===== src/verilog/cdd_pkg.sv =====
// Package of constants and types shared by the card data DMA engine files
package cdd_pkg;

    // ------------------------------------------------------------------
    // Register offsets
    // ------------------------------------------------------------------
    localparam logic [7:0] OFF_BASE_ADDR = 8'h00;
    localparam logic [7:0] OFF_TRANSFER_LENGTH = 8'h04;
    localparam logic [7:0] OFF_DMA_CONTROL = 8'h08;
    localparam logic [7:0] OFF_INTERRUPT_STATUS = 8'h0C;
    localparam logic [7:0] OFF_BUSY_START_STATUS = 8'h10;

    // ------------------------------------------------------------------
    // Field positions
    // ------------------------------------------------------------------
    localparam int CTL_SOFT_RESET_BIT = 24;
    localparam int CTL_IRQ_EN_BIT = 16;
    localparam int CTL_HOLD_MODE_BIT = 10;
    localparam int CTL_WIDTH16_BIT = 9;
    localparam int CTL_DIR_BIT = 8;
    localparam int STAT_IRQ_BIT = 16;
    localparam int STAT_BUSY_BIT = 0;

    // ------------------------------------------------------------------
    // Reset values
    // ------------------------------------------------------------------
    localparam logic [31:0] RST_BASE_ADDR = 32'h0000_0000;
    localparam logic [31:0] RST_TRANSFER_LENGTH = 32'h0000_0000;
    localparam logic [31:0] RST_DMA_CONTROL = 32'h0000_0000;

    // ------------------------------------------------------------------
    // FIFO shape and beat sizes
    // ------------------------------------------------------------------
    localparam int FIFO_WIDTH = 16;
    localparam int FIFO_DEPTH = 4;
    localparam int FIFO_PTR_W = 2;
    localparam logic [2:0] FIFO_FULL_COUNT = 3'h4;
    localparam logic [31:0] STEP_BYTE = 32'h0000_0001;
    localparam logic [31:0] STEP_HALF = 32'h0000_0002;

    // ------------------------------------------------------------------
    // Types
    // ------------------------------------------------------------------
    typedef enum logic [2:0] {
        ST_IDLE  = 3'b001,
        ST_RUN   = 3'b010,
        ST_DRAIN = 3'b100
    } cdd_state_e;

    typedef struct packed {
        logic irq_en;
        logic hold_mode;
        logic width16;
        logic dir_to_card;
    } cdd_ctrl_s;

    typedef struct packed {
        logic req;
        logic write;
        logic size16;
        logic [31:0] addr;
        logic [15:0] wdata;
    } cdd_mem_req_s;

endpackage : cdd_pkg


===== src/verilog/cdd_fifo.sv =====
// Small beat FIFO between the card data port and the memory side
`timescale 1ns/1ns
module cdd_fifo (
    // Clock, reset, enable
    input wire logic clk_sys,
    input wire logic reset,
    input wire logic ce,
    input wire logic clr,
    // Fill side
    input wire logic push,
    input wire logic [cdd_pkg::FIFO_WIDTH-1:0] push_data,
    // Drain side
    input wire logic pop,
    output logic [cdd_pkg::FIFO_WIDTH-1:0] head,
    // Status
    output logic empty,
    output logic full
);

    logic [cdd_pkg::FIFO_WIDTH-1:0] mem_q [cdd_pkg::FIFO_DEPTH];
    logic [cdd_pkg::FIFO_PTR_W-1:0] wr_ptr_q;
    logic [cdd_pkg::FIFO_PTR_W-1:0] rd_ptr_q;
    logic [2:0] count_q;
    logic do_push;
    logic do_pop;

    // Pushes when full and pops when empty are dropped
    assign do_push = push && !full;
    assign do_pop = pop && !empty;
    assign empty = (count_q == 3'h0);
    assign full = (count_q == cdd_pkg::FIFO_FULL_COUNT);
    assign head = mem_q[rd_ptr_q];

    // Storage, no reset needed on data
    always_ff @(posedge clk_sys) begin
        if (ce && do_push) begin
            mem_q[wr_ptr_q] <= push_data;
        end
    end

    // Pointers and fill level
    always_ff @(posedge clk_sys) begin
        if (reset || (ce && clr)) begin
            wr_ptr_q <= '0;
            rd_ptr_q <= '0;
            count_q <= 3'h0;
        end else if (ce) begin
            if (do_push) begin
                wr_ptr_q <= wr_ptr_q + 2'h1;
            end
            if (do_pop) begin
                rd_ptr_q <= rd_ptr_q + 2'h1;
            end
            case ({do_push, do_pop})
                2'b10: count_q <= count_q + 3'h1;
                2'b01: count_q <= count_q - 3'h1;
                default: count_q <= count_q;
            endcase
        end
    end

endmodule : cdd_fifo


===== src/verilog/cdd_dma.sv =====
// Single-channel card data DMA engine with register port, memory port and card FIFO port
//
// Operation
// [RULE_01] Writing transfer length sets the byte count of the next transaction.
// [RULE_02] Length reads remaining count while busy, programmed count while idle.
// [RULE_03] Control bit 24 written one resets the engine and clears itself.
// [RULE_04] Control bit 16 enables the completion interrupt.
// [RULE_05] Bit 10 clear: empty and full always follow the FIFO.
// [RULE_06] Bit 10 set: idle empty/full follow direction, busy they follow FIFO.
// [RULE_07] Control bit 9 picks 8-bit or 16-bit controller data path.
// [RULE_08] Control bit 8 picks card-to-memory (0) or memory-to-card (1).
// [RULE_09] Interrupt asserts when status bit 16 and enable set; write one clears.
// [RULE_10] Setting busy bit starts transfer; reads one while running, clears at end.
// [RULE_11] Base address takes start address; reads current address while busy.
// [RULE_12] Count reaching zero sets interrupt status and returns to idle; memory-to-card waits first for the FIFO to drain.
// [RULE_13] Each beat advances address and decrements count by bytes moved.
`timescale 1ns/1ns
module cdd_dma (
    // Clock, reset, enable
    input wire logic clk_sys,
    input wire logic reset,
    input wire logic ce,
    // Register port
    input wire logic reg_we,
    input wire logic reg_re,
    input wire logic [7:0] reg_addr,
    input wire logic [31:0] reg_wdata,
    output logic [31:0] reg_rdata,
    output logic reg_rvalid,
    // Memory port
    output cdd_pkg::cdd_mem_req_s mem_out,
    input wire logic mem_ack,
    input wire logic [15:0] mem_rdata,
    // Card data port
    input wire logic card_push,
    input wire logic [15:0] card_push_data,
    input wire logic card_pop,
    output logic [15:0] card_pop_data,
    output logic data_empty,
    output logic data_full,
    // Interrupt
    output logic irq
);

    // ------------------------------------------------------------------
    // Declarations
    // ------------------------------------------------------------------
    cdd_pkg::cdd_state_e state_q;
    cdd_pkg::cdd_ctrl_s ctrl_q;
    cdd_pkg::cdd_mem_req_s mem_q;
    logic [31:0] base_q;
    logic [31:0] length_q;
    logic [31:0] cur_addr_q;
    logic [31:0] remain_q;
    logic soft_rst_q;
    logic irq_stat_q;
    logic irq_q;
    logic [31:0] rdata_q;
    logic rvalid_q;
    logic empty_q;
    logic full_q;
    logic [15:0] pop_data_q;
    logic busy;
    logic eng_rst;
    logic wr_base;
    logic wr_len;
    logic wr_ctrl;
    logic wr_stat;
    logic wr_start;
    logic issue;
    logic beat_done;
    logic done;
    logic [31:0] step;
    logic [31:0] ack_step;
    logic fifo_push;
    logic fifo_pop;
    logic [15:0] fifo_push_data;
    logic [15:0] fifo_head;
    logic fifo_empty;
    logic fifo_full;

    // ------------------------------------------------------------------
    // Decode and engine strobes
    // ------------------------------------------------------------------
    // Write strobes per register
    assign wr_base = ce && reg_we && (reg_addr == cdd_pkg::OFF_BASE_ADDR);
    assign wr_len = ce && reg_we && (reg_addr == cdd_pkg::OFF_TRANSFER_LENGTH);
    assign wr_ctrl = ce && reg_we && (reg_addr == cdd_pkg::OFF_DMA_CONTROL);
    assign wr_stat = ce && reg_we && (reg_addr == cdd_pkg::OFF_INTERRUPT_STATUS);
    assign wr_start = ce && reg_we && (reg_addr == cdd_pkg::OFF_BUSY_START_STATUS)
        && reg_wdata[cdd_pkg::STAT_BUSY_BIT];
    assign busy = (state_q != cdd_pkg::ST_IDLE);
    assign eng_rst = reset || soft_rst_q;

    // [RULE_07] width picks beat size
    // Odd last byte on the 16-bit path goes out as a single byte
    assign step = (ctrl_q.width16 && (remain_q != cdd_pkg::STEP_BYTE))
        ? cdd_pkg::STEP_HALF : cdd_pkg::STEP_BYTE;
    assign ack_step = mem_q.size16 ? cdd_pkg::STEP_HALF : cdd_pkg::STEP_BYTE;

    // [RULE_08] direction gates issue
    // Card-to-memory needs data waiting; memory-to-card needs FIFO room
    assign issue = ce && (state_q == cdd_pkg::ST_RUN) && !mem_q.req
        && (remain_q != 32'h0)
        && (ctrl_q.dir_to_card ? !fifo_full : !fifo_empty);
    assign beat_done = ce && (state_q == cdd_pkg::ST_RUN) && mem_q.req && mem_ack;

    // [RULE_12] completion detect
    // Memory-to-card also waits for the card to drain the FIFO
    assign done = ce && (((state_q == cdd_pkg::ST_RUN) && !mem_q.req
        && (remain_q == 32'h0) && !ctrl_q.dir_to_card)
        || ((state_q == cdd_pkg::ST_DRAIN) && fifo_empty));

    // FIFO steering by direction
    assign fifo_push = ctrl_q.dir_to_card ? (beat_done && !mem_q.write) : card_push;
    assign fifo_push_data = ctrl_q.dir_to_card ? mem_rdata : card_push_data;
    assign fifo_pop = ctrl_q.dir_to_card ? card_pop : (issue && !ctrl_q.dir_to_card);

    // ------------------------------------------------------------------
    // Beat FIFO
    // ------------------------------------------------------------------
    cdd_fifo u_fifo (
        .clk_sys(clk_sys),
        .reset(reset),
        .ce(ce),
        .clr(soft_rst_q),
        .push(fifo_push),
        .push_data(fifo_push_data),
        .pop(fifo_pop),
        .head(fifo_head),
        .empty(fifo_empty),
        .full(fifo_full)
    );

    // ------------------------------------------------------------------
    // Software registers
    // ------------------------------------------------------------------
    // Base, length and control fields
    always_ff @(posedge clk_sys) begin
        if (reset) begin
            base_q <= cdd_pkg::RST_BASE_ADDR;
            length_q <= cdd_pkg::RST_TRANSFER_LENGTH;
            ctrl_q <= '0;
        end else begin
            // [RULE_11] base address write
            if (wr_base) begin
                base_q <= reg_wdata;
            end
            // [RULE_01] length write
            if (wr_len) begin
                length_q <= reg_wdata;
            end
            // [RULE_04] interrupt enable store
            if (wr_ctrl) begin
                ctrl_q.irq_en <= reg_wdata[cdd_pkg::CTL_IRQ_EN_BIT];
                ctrl_q.hold_mode <= reg_wdata[cdd_pkg::CTL_HOLD_MODE_BIT];
                ctrl_q.width16 <= reg_wdata[cdd_pkg::CTL_WIDTH16_BIT];
                ctrl_q.dir_to_card <= reg_wdata[cdd_pkg::CTL_DIR_BIT];
            end
        end
    end

    // [RULE_03] self-clearing soft reset
    // Held one enabled cycle; clears engine and FIFO, keeps configuration
    always_ff @(posedge clk_sys) begin
        if (reset) begin
            soft_rst_q <= 1'b0;
        end else if (ce) begin
            soft_rst_q <= wr_ctrl && reg_wdata[cdd_pkg::CTL_SOFT_RESET_BIT];
        end
    end

    // [RULE_09] sticky status, write one clears
    // A completion in the clearing cycle wins over the clear
    always_ff @(posedge clk_sys) begin
        if (eng_rst) begin
            irq_stat_q <= 1'b0;
        end else if (ce) begin
            irq_stat_q <= done || (irq_stat_q
                && !(wr_stat && reg_wdata[cdd_pkg::STAT_IRQ_BIT]));
        end
    end

    // [RULE_04] enable gates interrupt
    always_ff @(posedge clk_sys) begin
        if (reset) begin
            irq_q <= 1'b0;
        end else if (ce) begin
            irq_q <= irq_stat_q && ctrl_q.irq_en;
        end
    end

    // Read mux; unmapped offsets read zero
    always_ff @(posedge clk_sys) begin
        if (reset) begin
            rdata_q <= 32'h0;
            rvalid_q <= 1'b0;
        end else if (ce) begin
            rvalid_q <= reg_re;
            if (reg_re) begin
                case (reg_addr)
                    // [RULE_11] address readback
                    cdd_pkg::OFF_BASE_ADDR: rdata_q <= busy ? cur_addr_q : base_q;
                    // [RULE_02] count readback
                    cdd_pkg::OFF_TRANSFER_LENGTH: rdata_q <= busy ? remain_q : length_q;
                    cdd_pkg::OFF_DMA_CONTROL: begin
                        rdata_q <= 32'h0;
                        rdata_q[cdd_pkg::CTL_SOFT_RESET_BIT] <= soft_rst_q;
                        rdata_q[cdd_pkg::CTL_IRQ_EN_BIT] <= ctrl_q.irq_en;
                        rdata_q[cdd_pkg::CTL_HOLD_MODE_BIT] <= ctrl_q.hold_mode;
                        rdata_q[cdd_pkg::CTL_WIDTH16_BIT] <= ctrl_q.width16;
                        rdata_q[cdd_pkg::CTL_DIR_BIT] <= ctrl_q.dir_to_card;
                    end
                    cdd_pkg::OFF_INTERRUPT_STATUS: begin
                        rdata_q <= 32'h0;
                        rdata_q[cdd_pkg::STAT_IRQ_BIT] <= irq_stat_q;
                    end
                    // [RULE_10] busy readback
                    cdd_pkg::OFF_BUSY_START_STATUS: begin
                        rdata_q <= 32'h0;
                        rdata_q[cdd_pkg::STAT_BUSY_BIT] <= busy;
                    end
                    default: rdata_q <= 32'h0;
                endcase
            end
        end
    end

    // ------------------------------------------------------------------
    // Transfer engine
    // ------------------------------------------------------------------
    // State, working address and count, memory request
    always_ff @(posedge clk_sys) begin
        if (eng_rst) begin
            state_q <= cdd_pkg::ST_IDLE;
            cur_addr_q <= 32'h0;
            remain_q <= 32'h0;
            mem_q <= '0;
        end else if (ce) begin
            case (state_q)
                cdd_pkg::ST_IDLE: begin
                    // [RULE_10] start on busy write
                    if (wr_start) begin
                        cur_addr_q <= base_q;
                        remain_q <= length_q;
                        state_q <= cdd_pkg::ST_RUN;
                    end
                end
                cdd_pkg::ST_RUN: begin
                    if (beat_done) begin
                        // [RULE_13] advance per beat
                        mem_q.req <= 1'b0;
                        cur_addr_q <= cur_addr_q + ack_step;
                        remain_q <= remain_q - ack_step;
                    end else if (issue) begin
                        mem_q.req <= 1'b1;
                        mem_q.write <= !ctrl_q.dir_to_card;
                        mem_q.size16 <= (step == cdd_pkg::STEP_HALF);
                        mem_q.addr <= cur_addr_q;
                        mem_q.wdata <= fifo_head;
                    end else if (!mem_q.req && (remain_q == 32'h0)) begin
                        // [RULE_12] at zero: back to idle, or to drain when memory-to-card
                        state_q <= ctrl_q.dir_to_card ? cdd_pkg::ST_DRAIN : cdd_pkg::ST_IDLE;
                    end
                end
                cdd_pkg::ST_DRAIN: begin
                    if (fifo_empty) begin
                        state_q <= cdd_pkg::ST_IDLE;
                    end
                end
                default: state_q <= cdd_pkg::ST_IDLE;
            endcase
        end
    end

    // ------------------------------------------------------------------
    // Card side outputs
    // ------------------------------------------------------------------
    // [RULE_06] hold mode idle levels
    // [RULE_05] natural mode follows FIFO
    always_ff @(posedge clk_sys) begin
        if (reset) begin
            empty_q <= 1'b1;
            full_q <= 1'b0;
            pop_data_q <= 16'h0;
        end else if (ce) begin
            if (busy || !ctrl_q.hold_mode) begin
                empty_q <= fifo_empty;
                full_q <= fifo_full;
            end else begin
                empty_q <= ctrl_q.dir_to_card;
                full_q <= !ctrl_q.dir_to_card;
            end
            if (card_pop && ctrl_q.dir_to_card && !fifo_empty) begin
                pop_data_q <= fifo_head;
            end
        end
    end

    // Output assignments, all from flip-flops
    assign reg_rdata = rdata_q;
    assign reg_rvalid = rvalid_q;
    assign mem_out = mem_q;
    assign card_pop_data = pop_data_q;
    assign data_empty = empty_q;
    assign data_full = full_q;
    assign irq = irq_q;

endmodule : cdd_dma


===== config.mk =====
export PLATFORM = sky130hd
export DESIGN_NAME = cdd_dma
export DESIGN_NICKNAME = d
export VERILOG_FILES = /design/src/verilog/cdd_pkg.sv /design/src/verilog/cdd_fifo.sv /design/src/verilog/cdd_dma.sv
export SDC_FILE = /design/constraint.sdc
export NUM_CORES = 1
export LEC_CHECK = 0
export BUFFER_PORTS_ARGS = -buffer_cell sky130_fd_sc_hd__buf_2
export CORE_ASPECT_RATIO = 0.9
export CORE_UTILIZATION = 63
export CTS_CLUSTER_SIZE = 24
export DETAILED_ROUTE_END_ITERATION = 8
export PLACE_DENSITY_LB_ADDON = 0.1
export SYNTH_ARGS = -nofsm -noshare
export SYNTH_HDL_FRONTEND = slang
export SYNTH_HIERARCHICAL = 1
export SYNTH_SLANG_ARGS = --single-unit

===== constraint.sdc =====
create_clock -name clk_sys -period 10.78 [get_ports clk_sys]
set_input_delay 2.156 -clock clk_sys [delete_from_list [all_inputs] [get_ports clk_sys]]
set_output_delay 2.156 -clock clk_sys [all_outputs]
set_load 0.01 [all_outputs]

==> impl_metrics.env, run 1 <==
export IMPL_cts_clk_slew_worst_paths_ps=70
export IMPL_synth_top_area_share_pct=34.1
export IMPL_crit_path_top_delay_cell="and4_1"
export IMPL_coreArea_um2=22600
export IMPL_wl_per_cell_um=20.3
export IMPL_worst_pin_slew_ps=1160
export IMPL_worst_slack_ps=6300
export IMPL_reg2reg_depth=11
export IMPL_maxSlewHeadroom_pct=21.7
export IMPL_gp_congestion=0.906
export IMPL_cts_tree="yes"
export IMPL_arrival_ps=4960
export IMPL_fin_crit_ps=4480
export IMPL_synth_warnings=6
export IMPL_path_class="in -> reg"
export IMPL_placedCellCount=1966
export IMPL_hold_path_depth=2
export IMPL_syn_num_nets=1686
export IMPL_rsz0062_at_grt="false"
export IMPL_cp_cell_sequence="buf_2, nor4_1, and4_1, or2_2, buf_4, nand2_1, o221ai_1"
export IMPL_drv_slew=0
export IMPL_setup_violations_final=0
export IMPL_clockBufferDepth=3
export IMPL_grt_pass1_wl_um=64900
export IMPL_worst_setup_path_start_kind="input port"
export IMPL_cap_violations=0
export IMPL_areaGrowthSynthToFinish_pct=13.8
export IMPL_hold_path_class="reg -> reg"
export IMPL_reg2reg_from="remain_q[8]"
export IMPL_pwr_density_cell_nw_per_um2=146
export IMPL_timing_final_crit_share_pct=41.6
export IMPL_stdcell_count=2023
export IMPL_antenna_found_initial=1
export IMPL_cts_htree_levels=1
export IMPL_dieArea_um2=23800
export IMPL_synth_area_leader_cell="dfxtp_1"
export IMPL_ff2ff_setup_slack_ps=7410
export IMPL_first_global_vias=12200
export IMPL_drc=0
export IMPL_skew_ps=19.9
export IMPL_hold_viol_final=0
export IMPL_p_leak_uw=0.00615
export IMPL_dieHeight_um=147
export IMPL_syn_inst=1594
export IMPL_drive_gt1_share_pct=23.1
export IMPL_grt_max_degree=117
export IMPL_synthArstFlopShare_pct=0
export IMPL_r2r_end="u_fifo/count_q[2]"
export IMPL_wl_um=41100
export IMPL_status="completed"
export IMPL_p_total_uw=2430
export IMPL_cts_sinks=313
export IMPL_dpl_worst_slack_ps=5780
export IMPL_hold_end="card_pop_data[2]"
export IMPL_synth_area_per_cell_um2=9.17
export IMPL_ios=183
export IMPL_numPortBuffers=182
export IMPL_grt_use_total_pct=34.0
export IMPL_vdd_drop_max_mv=0.134
export IMPL_synth_area_leaders="dfxtp_1 (34%), edfxtp_1 (13%), nand2_1 (7.4%)"
export IMPL_cp_data_required_time_ps=11260
export IMPL_drt_antenna_violating_nets=0
export IMPL_num_vias=13000
export IMPL_cpPeakStageDelay_ps=730
export IMPL_vias_per_cell=6.42
export IMPL_layout_cells_most_common="nand2_1"
export IMPL_end_kind="flop"
export IMPL_numCtsBuffers=30
export IMPL_crit_fanout=60
export IMPL_nets=1793
export IMPL_grt_overflow_total=0
export IMPL_clkLatencyLatePin_ps=560
export IMPL_finalSetupTns_ps=0
export IMPL_seq_area_frac_synth_pct=47.2
export IMPL_synth_seq_cells=313
export IMPL_min_delay_start="card_pop_data[2]"
export IMPL_synth_edf_count=64
export IMPL_ctsResizeCount=0
export IMPL_fmax_mhz=223
export IMPL_synth_area_um2=14600
export IMPL_drtPass1Iterations=7
export IMPL_synthFlopType="dfxtp_1"
export IMPL_cts_hold_buf=0
export IMPL_dp_hpwl_um=25800
export IMPL_initial_core_util_pct=64.6
export IMPL_dr_first_iter_drc_count=1509
export IMPL_row_count=52
export IMPL_die_w_um=163
export IMPL_final_cell_mix="nand2_1 (287), dfxtp_1 (249), buf_2 (181)"
export IMPL_cts_setup_buffers=0
export IMPL_root_buffer="clkbuf_16"
export IMPL_ys_types=81
## per-stage QoR
| stage | hold WS [ps] | area (um^2) | util [%] |
|---|---|---|---|
| floorplan | 445 | 14600 | - |
| global placement | 442 | 15500 | 68.6 |
| detailed placement | 445 | 15500 | 68.6 |
| CTS | 454 | 16600 | 73.5 |
| global route | 469 | 16600 | 73.5 |
| finish | 451 | 16600 | 73.5 |
## registers in the layout (all words and copies together) (netlist names), 3 cells and up, named ones only
signal and flops:
base_q 32, card_pop_data 16, ctrl_q 4, cur_addr_q 32, length_q 32, mem_out 51
reg_rdata 32, remain_q 32, state_q 3, u_fifo/count_q 3, u_fifo/mem_q 64
## final cells by class
cell class | instances | area, um^2
timing repair buffer | 202 | 1060
antenna | 1 | 2.50
fill | 1706 | 6000
tap | 297 | 372
sequential | 313 | 6910
clock inverter | 13 | 149
inverter | 19 | 71.3
multi-input combinational | 1135 | 7120
clock buffer | 43 | 956
## kinds of logic (layout without fill, tap and decap cells)
family / after synthesis / in the layout / synth area share [%]
and+or+nand+nor: 581 / 581 / 18.9
adders and majority gates: 12 / 12 / 1.18
other: 0 / 1 / 0
buffers and inverters: 146 / 277 / 4.31
DFF: 313 / 313 / 47.2
muxes: 97 / 97 / 8.33
AOI/OAI and AO/OA: 443 / 443 / 19.9
xor gates and xnor gates: 2 / 2 / 0.120
## cell usage after synthesis, drive strengths merged (7+ instances only)
cell,count
a21oi,198
mux2i,62
a22o,30
mux4,16
nand2,327
dfxtp,249
nor2,82
mux2,19
o31ai,11
nor4,17
buf,16
nand3,27
nand4,14
or4,11
a211oi,19
inv,19
edfxtp,64
o211ai,14
a31oi,12
ha,9
and2,8
nor3,29
o22ai,41
nand4b,7
o21ai,60
or3,19
a32o,11
or2,9
clkbuf,111
## per-layer routing
metal / wire [um] / track usage, %
met4: 1440 / 12.3
met1: 17400 / 48.6
met2: 18400 / 52.9
met3: 3870 / 4.35
met5: 0 / 0
## worst max path at each step
stage,startpoint,end,slack (ps),depth (start not counted)
6_report,reg_addr[2],cur_addr_q[27],6300,7
5_1_grt,reg_addr[2],cur_addr_q[27],6130,7
4_1_cts,reg_addr[2],cur_addr_q[27],6350,7
3_5_place_dp,reg_addr[2],cur_addr_q[27],5780,7
3_3_place_gp,reg_addr[2],cur_addr_q[27],5850,7
2_1_floorplan,ce,u_fifo/count_q[2],6080,12
## worst max-delay path, delay by kind of cell
kind                   cells  cell delay, ps
AND/OR/NAND/NOR            4            1800
AO/OA/AOI/OAI              1             270
buffers and inverters      2             710
## where the power goes
| part | internal [uW] | switching [uW] | total, uW | leakage (uW) |
|---|---|---|---|---|
| clock | 689 | 456 | 1150 | 0.000542 |
| combinational | 25.9 | 50.7 | 76.6 | 0.00302 |
| sequential | 1200 | 3.79 | 1210 | 0.00259 |
Note: power is estimated with default switching activity, not from simulation.
==> run 2: changes to the inputs <==
CORE_UTILIZATION = 58   (was 63)
clock period = 4.6 ns   (was 10.78 ns; I/O delays follow)
==> impl_metrics.env, run 2 (synthesized netlist as in run 1, its figures left out) <==
export IMPL_ios=183
export IMPL_fin_crit_ps=3430
export IMPL_worst_setup_path_start_kind="flop"
export IMPL_coreArea_um2=24500
export IMPL_timing_final_crit_share_pct=74.6
export IMPL_cp_cell_sequence="buf_4, mux2_2, nor4b_2, o41ai_4, o21ai_1, and2b_1, ha_1, inv_1, fa_1, xor2_1, or3_1, a21oi_1"
export IMPL_path_class="reg -> reg"
export IMPL_cp_data_required_time_ps=5050
export IMPL_hold_viol_final=0
export IMPL_vias_per_cell=6.20
export IMPL_numPortBuffers=182
export IMPL_drtPass1Iterations=6
export IMPL_numCtsBuffers=34
export IMPL_arrival_ps=3880
export IMPL_ctsResizeCount=0
export IMPL_top_layer="met4"
export IMPL_dp_hpwl_um=26900
export IMPL_end_kind="flop"
export IMPL_crit_path_top_delay_cell="nor4b_2"
export IMPL_crit_fanout=30
export IMPL_largest_reg_flops=64
export IMPL_cts_sinks=313
export IMPL_pwr_density_cell_nw_per_um2=341
export IMPL_clkLatencyLatePin_ps=510
export IMPL_placedCellCount=2017
export IMPL_cts_hold_buf=0
export IMPL_areaGrowthSynthToFinish_pct=14.8
export IMPL_cpPeakStageDelay_ps=460
export IMPL_row_count=54
export IMPL_drv_slew=0
export IMPL_crit_family="simple AND/OR/NAND/NOR gates"
export IMPL_die_w_um=169
export IMPL_nets=1809
export IMPL_grt_overflow_total=0
export IMPL_largest_register="u_fifo/mem_q"
export IMPL_dr_first_iter_drc_count=1335
export IMPL_layout_cells_most_common="nand2_1"
export IMPL_cts_clk_slew_worst_paths_ps=60
export IMPL_dr_wl_met2_um=18800
export IMPL_grt_max_degree=70
export IMPL_drive_gt1_share_pct=23.3
export IMPL_dieArea_um2=25800
export IMPL_hold_path_class="reg -> reg"
export IMPL_drc=0
export IMPL_wl_met3_um=3520
export IMPL_cp_num_buf_inv=2
export IMPL_cap_violations=0
export IMPL_finalSetupTns_ps=0
export IMPL_fmax_mhz=291
export IMPL_rsz0062_at_grt="false"
export IMPL_initial_core_util_pct=59.8
export IMPL_vdd_drop_max_mv=0.230
export IMPL_grt_use_total_pct=32.4
export IMPL_final_cell_mix="nand2_1 (287), dfxtp_1 (249), buf_2 (181)"
export IMPL_cts_setup_buffers=0
export IMPL_antenna_found_initial=1
export IMPL_num_vias=12900
export IMPL_wl_per_cell_um=20.2
export IMPL_cts_htree_levels=2
export IMPL_root_buffer="clkbuf_16"
export IMPL_maxSlewHeadroom_pct=28.6
export IMPL_drt_antenna_violating_nets=0
export IMPL_first_global_vias=12100
export IMPL_wl_um=42000
export IMPL_skew_ps=14.8
export IMPL_p_leak_uw=0.00621
export IMPL_wl_met1_um=18400
export IMPL_setup_violations_final=0
export IMPL_worst_pin_slew_ps=1070
export IMPL_dieHeight_um=153
export IMPL_stdcell_count=2077
export IMPL_clockBufferDepth=3
export IMPL_grt_pass1_wl_um=66500
export IMPL_gp_congestion=0.876
export IMPL_cts_tree="yes"
export IMPL_status="completed"
[run 2: cell count changes in the layout (fill, tap and decap cells not counted), sizes merged]
cell | before | now
clkbuf | 43 | 49
clkinvlp | 3 | 1
bufinv | 3 | 2
buf | 202 | 214
[run 2: cell type report]
class	instances	area, um^2
antenna	1	2.50
inverter	19	71.3
clock buffer	49	998
timing repair buffer	214	1150
clock inverter	10	103
tap	336	420
fill	1976	7680
sequential	313	6910
multi-input combinational	1135	7120
[run 2: routing by layer]
metal  global-route usage (%)  up-vias
met1                     45.1     6163
met2                     50.7      587
li1                         -     6036
met5                        0        -
met4                     11.2        0
met3                     5.82       95
[run 2: worst paths after layout]
path,to,cells past startpoint,from,slack [ps]
worst min-delay path,mem_out[13],2,mem_out[13],450
worst max-delay path,u_fifo/count_q[2],12,ctrl_q[0],1170
worst min register to register,mem_out[13],2,mem_out[13],450
worst max register to register,u_fifo/count_q[2],12,ctrl_q[0],1170
[run 2: through the flow]
stage          setup slack [ps]  area [um^2]  power (uW)  util (%)  hold slack, ps
2_1_floorplan              1140        14600        2980         -             445
3_3_place_gp               1380        15700        3060      64.1             440
3_5_place_dp               1230        15700        3070      64.1             445
4_1_cts                    1190        16800        5750      68.6             456
5_1_grt                     968        16800        5870      68.6             467
6_report                   1170        16800        5720      68.6             452
[run 2: power by group]
part	total, uW	internal, uW	leakage, uW	switching (uW)
clock	2710	1620	0.000539	1100
combinational	184	62.4	0.00308	122
sequential	2830	2820	0.00259	8.22
total	5720	4500	0.00621	1230
[run 2: tightest hold or removal path: cells and delay by family (launching register included)]
| family | cells | cell delay, ps |
|---|---|---|
| and+or+nand+nor | 1 | 60 |
| DFF | 1 | 310 |
| AOI/OAI and AO/OA | 1 | 40 |
==> run 3: changes to the inputs <==
ABC_AREA = 1   (was not set)
CORE_UTILIZATION = 59   (was 58)
clock period = 3.4 ns   (was 4.6 ns; I/O delays follow)
==> impl_metrics.env, run 3 <==
export IMPL_dr_first_iter_drc_count=1948
export IMPL_vias_per_cell=5.64
export IMPL_synth_area_per_cell_um2=6.89
export IMPL_ys_types=42
export IMPL_first_global_vias=13900
export IMPL_drc=0
export IMPL_fin_crit_ps=2790
export IMPL_cp_cell_sequence="inv_1, ha_1, inv_1, fa_1, inv_1, nand3_1, nor2_2, nand2_1, nor2_1, nand2_1, o21ai_0, nand2_1, nand2_1, nor2_1"
export IMPL_synth_area_leader_cell="dfxtp_1"
export IMPL_root_buffer="clkbuf_16"
export IMPL_initial_core_util_pct=60.9
export IMPL_synth_seq_cells=313
export IMPL_cap_violations=0
export IMPL_synthTopCellsByCount="nand2_1 (635), nor2_1 (319), o21ai_0 (274)"
export IMPL_largest_reg_flops=64
export IMPL_path_class="reg -> reg"
export IMPL_num_vias=15500
export IMPL_antenna_found_initial=3
export IMPL_final_cell_mix="nand2_1 (635), nor2_1 (319), o21ai_0 (274)"
export IMPL_p_leak_uw=0.00742
export IMPL_synth_top_area_share_pct=32.2
export IMPL_min_delay_start="reg_wdata[19]"
export IMPL_grt_max_degree=83
export IMPL_arrival_ps=3230
export IMPL_maxSlewHeadroom_pct=37.1
export IMPL_gp_congestion=0.972
export IMPL_grt_pass1_wl_um=74300
export IMPL_nets=2468
export IMPL_drtPass1Iterations=6
export IMPL_cts_hold_buf=0
export IMPL_hold_path_depth=3
export IMPL_ff2ff_setup_slack_ps=610
export IMPL_drv_slew=0
export IMPL_drt_antenna_violating_nets=0
export IMPL_hold_end="length_q[19]"
export IMPL_crit_family="simple AND/OR/NAND/NOR gates"
export IMPL_ctsResizeCount=0
export IMPL_areaGrowthSynthToFinish_pct=13.5
export IMPL_dp_hpwl_um=33700
export IMPL_crit_path_top_delay_cell="fa_1"
export IMPL_die_w_um=173
export IMPL_hold_viol_final=0
export IMPL_synthArstFlopShare_pct=0
export IMPL_rsz0062_at_grt="false"
export IMPL_clockBufferDepth=3
export IMPL_vdd_drop_max_mv=0.550
export IMPL_cts_sinks=313
export IMPL_grt_use_total_pct=34.7
export IMPL_wl_um=47600
export IMPL_coreArea_um2=25500
export IMPL_cts_htree_levels=1
export IMPL_synthFlopType="dfxtp_1"
export IMPL_hold_path_class="in -> reg"
export IMPL_timing_final_crit_share_pct=81.9
export IMPL_holdWs_ps=409
export IMPL_setup_violations_final=0
export IMPL_pwr_density_cell_nw_per_um2=696
export IMPL_dieArea_um2=26900
export IMPL_worst_setup_path_start_kind="flop"
export IMPL_cts_setup_buffers=0
export IMPL_worst_pin_slew_ps=943
export IMPL_cp_data_required_time_ps=3840
export IMPL_fmax_mhz=359
export IMPL_seq_area_frac_synth_pct=44.6
export IMPL_finalSetupTns_ps=0
export IMPL_synth_edf_count=64
export IMPL_crit_fanout=7
export IMPL_clkLatencyLatePin_ps=560
export IMPL_yosys_cell_count_top_type="nand2_1"
export IMPL_synth_area_leaders="dfxtp_1 (32%), nand2_1 (15%), edfxtp_1 (12%)"
export IMPL_syn_inst=2250
export IMPL_crit_top_cell="nand2_1"
export IMPL_end_kind="flop"
export IMPL_syn_num_nets=2342
export IMPL_grt_overflow_total=0
export IMPL_layout_cells_most_common="nand2_1"
export IMPL_status="completed"
export IMPL_synth_area_um2=15500
export IMPL_ios=183
export IMPL_cp_num_buf_inv=3
export IMPL_cts_tree="yes"
export IMPL_row_count=55
export IMPL_cpPeakStageDelay_ps=410
export IMPL_reg2reg_depth=14
export IMPL_numPortBuffers=182
export IMPL_reg2reg_from="mem_out[48]"
export IMPL_synth_warnings=6
export IMPL_skew_ps=20.0
export IMPL_cts_clk_slew_worst_paths_ps=70
export IMPL_wl_per_cell_um=17.3
export IMPL_drive_gt1_share_pct=12.6
export IMPL_largest_register="u_fifo/mem_q"
export IMPL_numCtsBuffers=31
export IMPL_dieHeight_um=156
export IMPL_r2r_end="cur_addr_q[20]"
run 3: routing by layer:
metal	GRT usage, %	vias up	part of all wire, %
met5	0	-	0.023
met4	7.63	2	1.7
met3	8.24	63	13
met2	49.9	873	41
met1	52.4	7027	45
li1	-	7508	-
run 3: layout make-up:
type | instances | area, um^2
diodes | 3 | 7.51
clock buffers | 41 | 896
clock inverters | 16 | 165
fillers | 2216 | 7870
inverters | 205 | 769
multi-input cells | 1616 | 7260
flip-flops and latches | 313 | 6910
well taps | 342 | 428
repair buffers | 209 | 1160
run 3: where the power goes:
part | switching [uW] | internal, uW
Sequential | 255 | 4020
Combinational | 3180 | 1210
Clock | 1490 | 2080
Total | 4930 | 7310
run 3: cell families (layout without fill, tap and decap cells):
logic type,after synthesis,count (layout),share of synthesized area (%)
AO/OA/AOI/OAI,516,516,17.3
XOR/XNOR,5,5,0.283
adder cells (fa/ha/maj),12,12,1.11
buffers and inverters,321,471,8.68
flip-flops,313,313,44.6
other,0,3,0
AND/OR/NAND/NOR,1083,1083,28.1
run 3: through the flow:
step	power (uW)	utilization, %	instance area, um^2	setup WS (ps)	instances
after floorplan	7540	-	15500	553	2250
after global placement	8510	64.9	16500	723	2685
after detailed placement	8580	64.9	16500	636	2685
after CTS	12100	69.1	17600	670	2742
after global routing	12900	69.1	17600	440	2744
final	12200	69.1	17600	614	2745
run 3: worst max-delay path by stage:
stage | from | to | cells after the start
after floorplan | ce | u_fifo/count_q[2] | 19
after global placement | ce | u_fifo/count_q[2] | 18
after CTS | mem_out[48] | cur_addr_q[26] | 14
after global routing | mem_out[48] | cur_addr_q[26] | 14
after detailed placement | ce | cur_addr_q[6] | 11
final | mem_out[48] | cur_addr_q[20] | 14
run 3: tightest hold or removal path, stage by stage:
cell,delay (ps)
buf_2,100
o21ai_1,60
a21oi_1,90
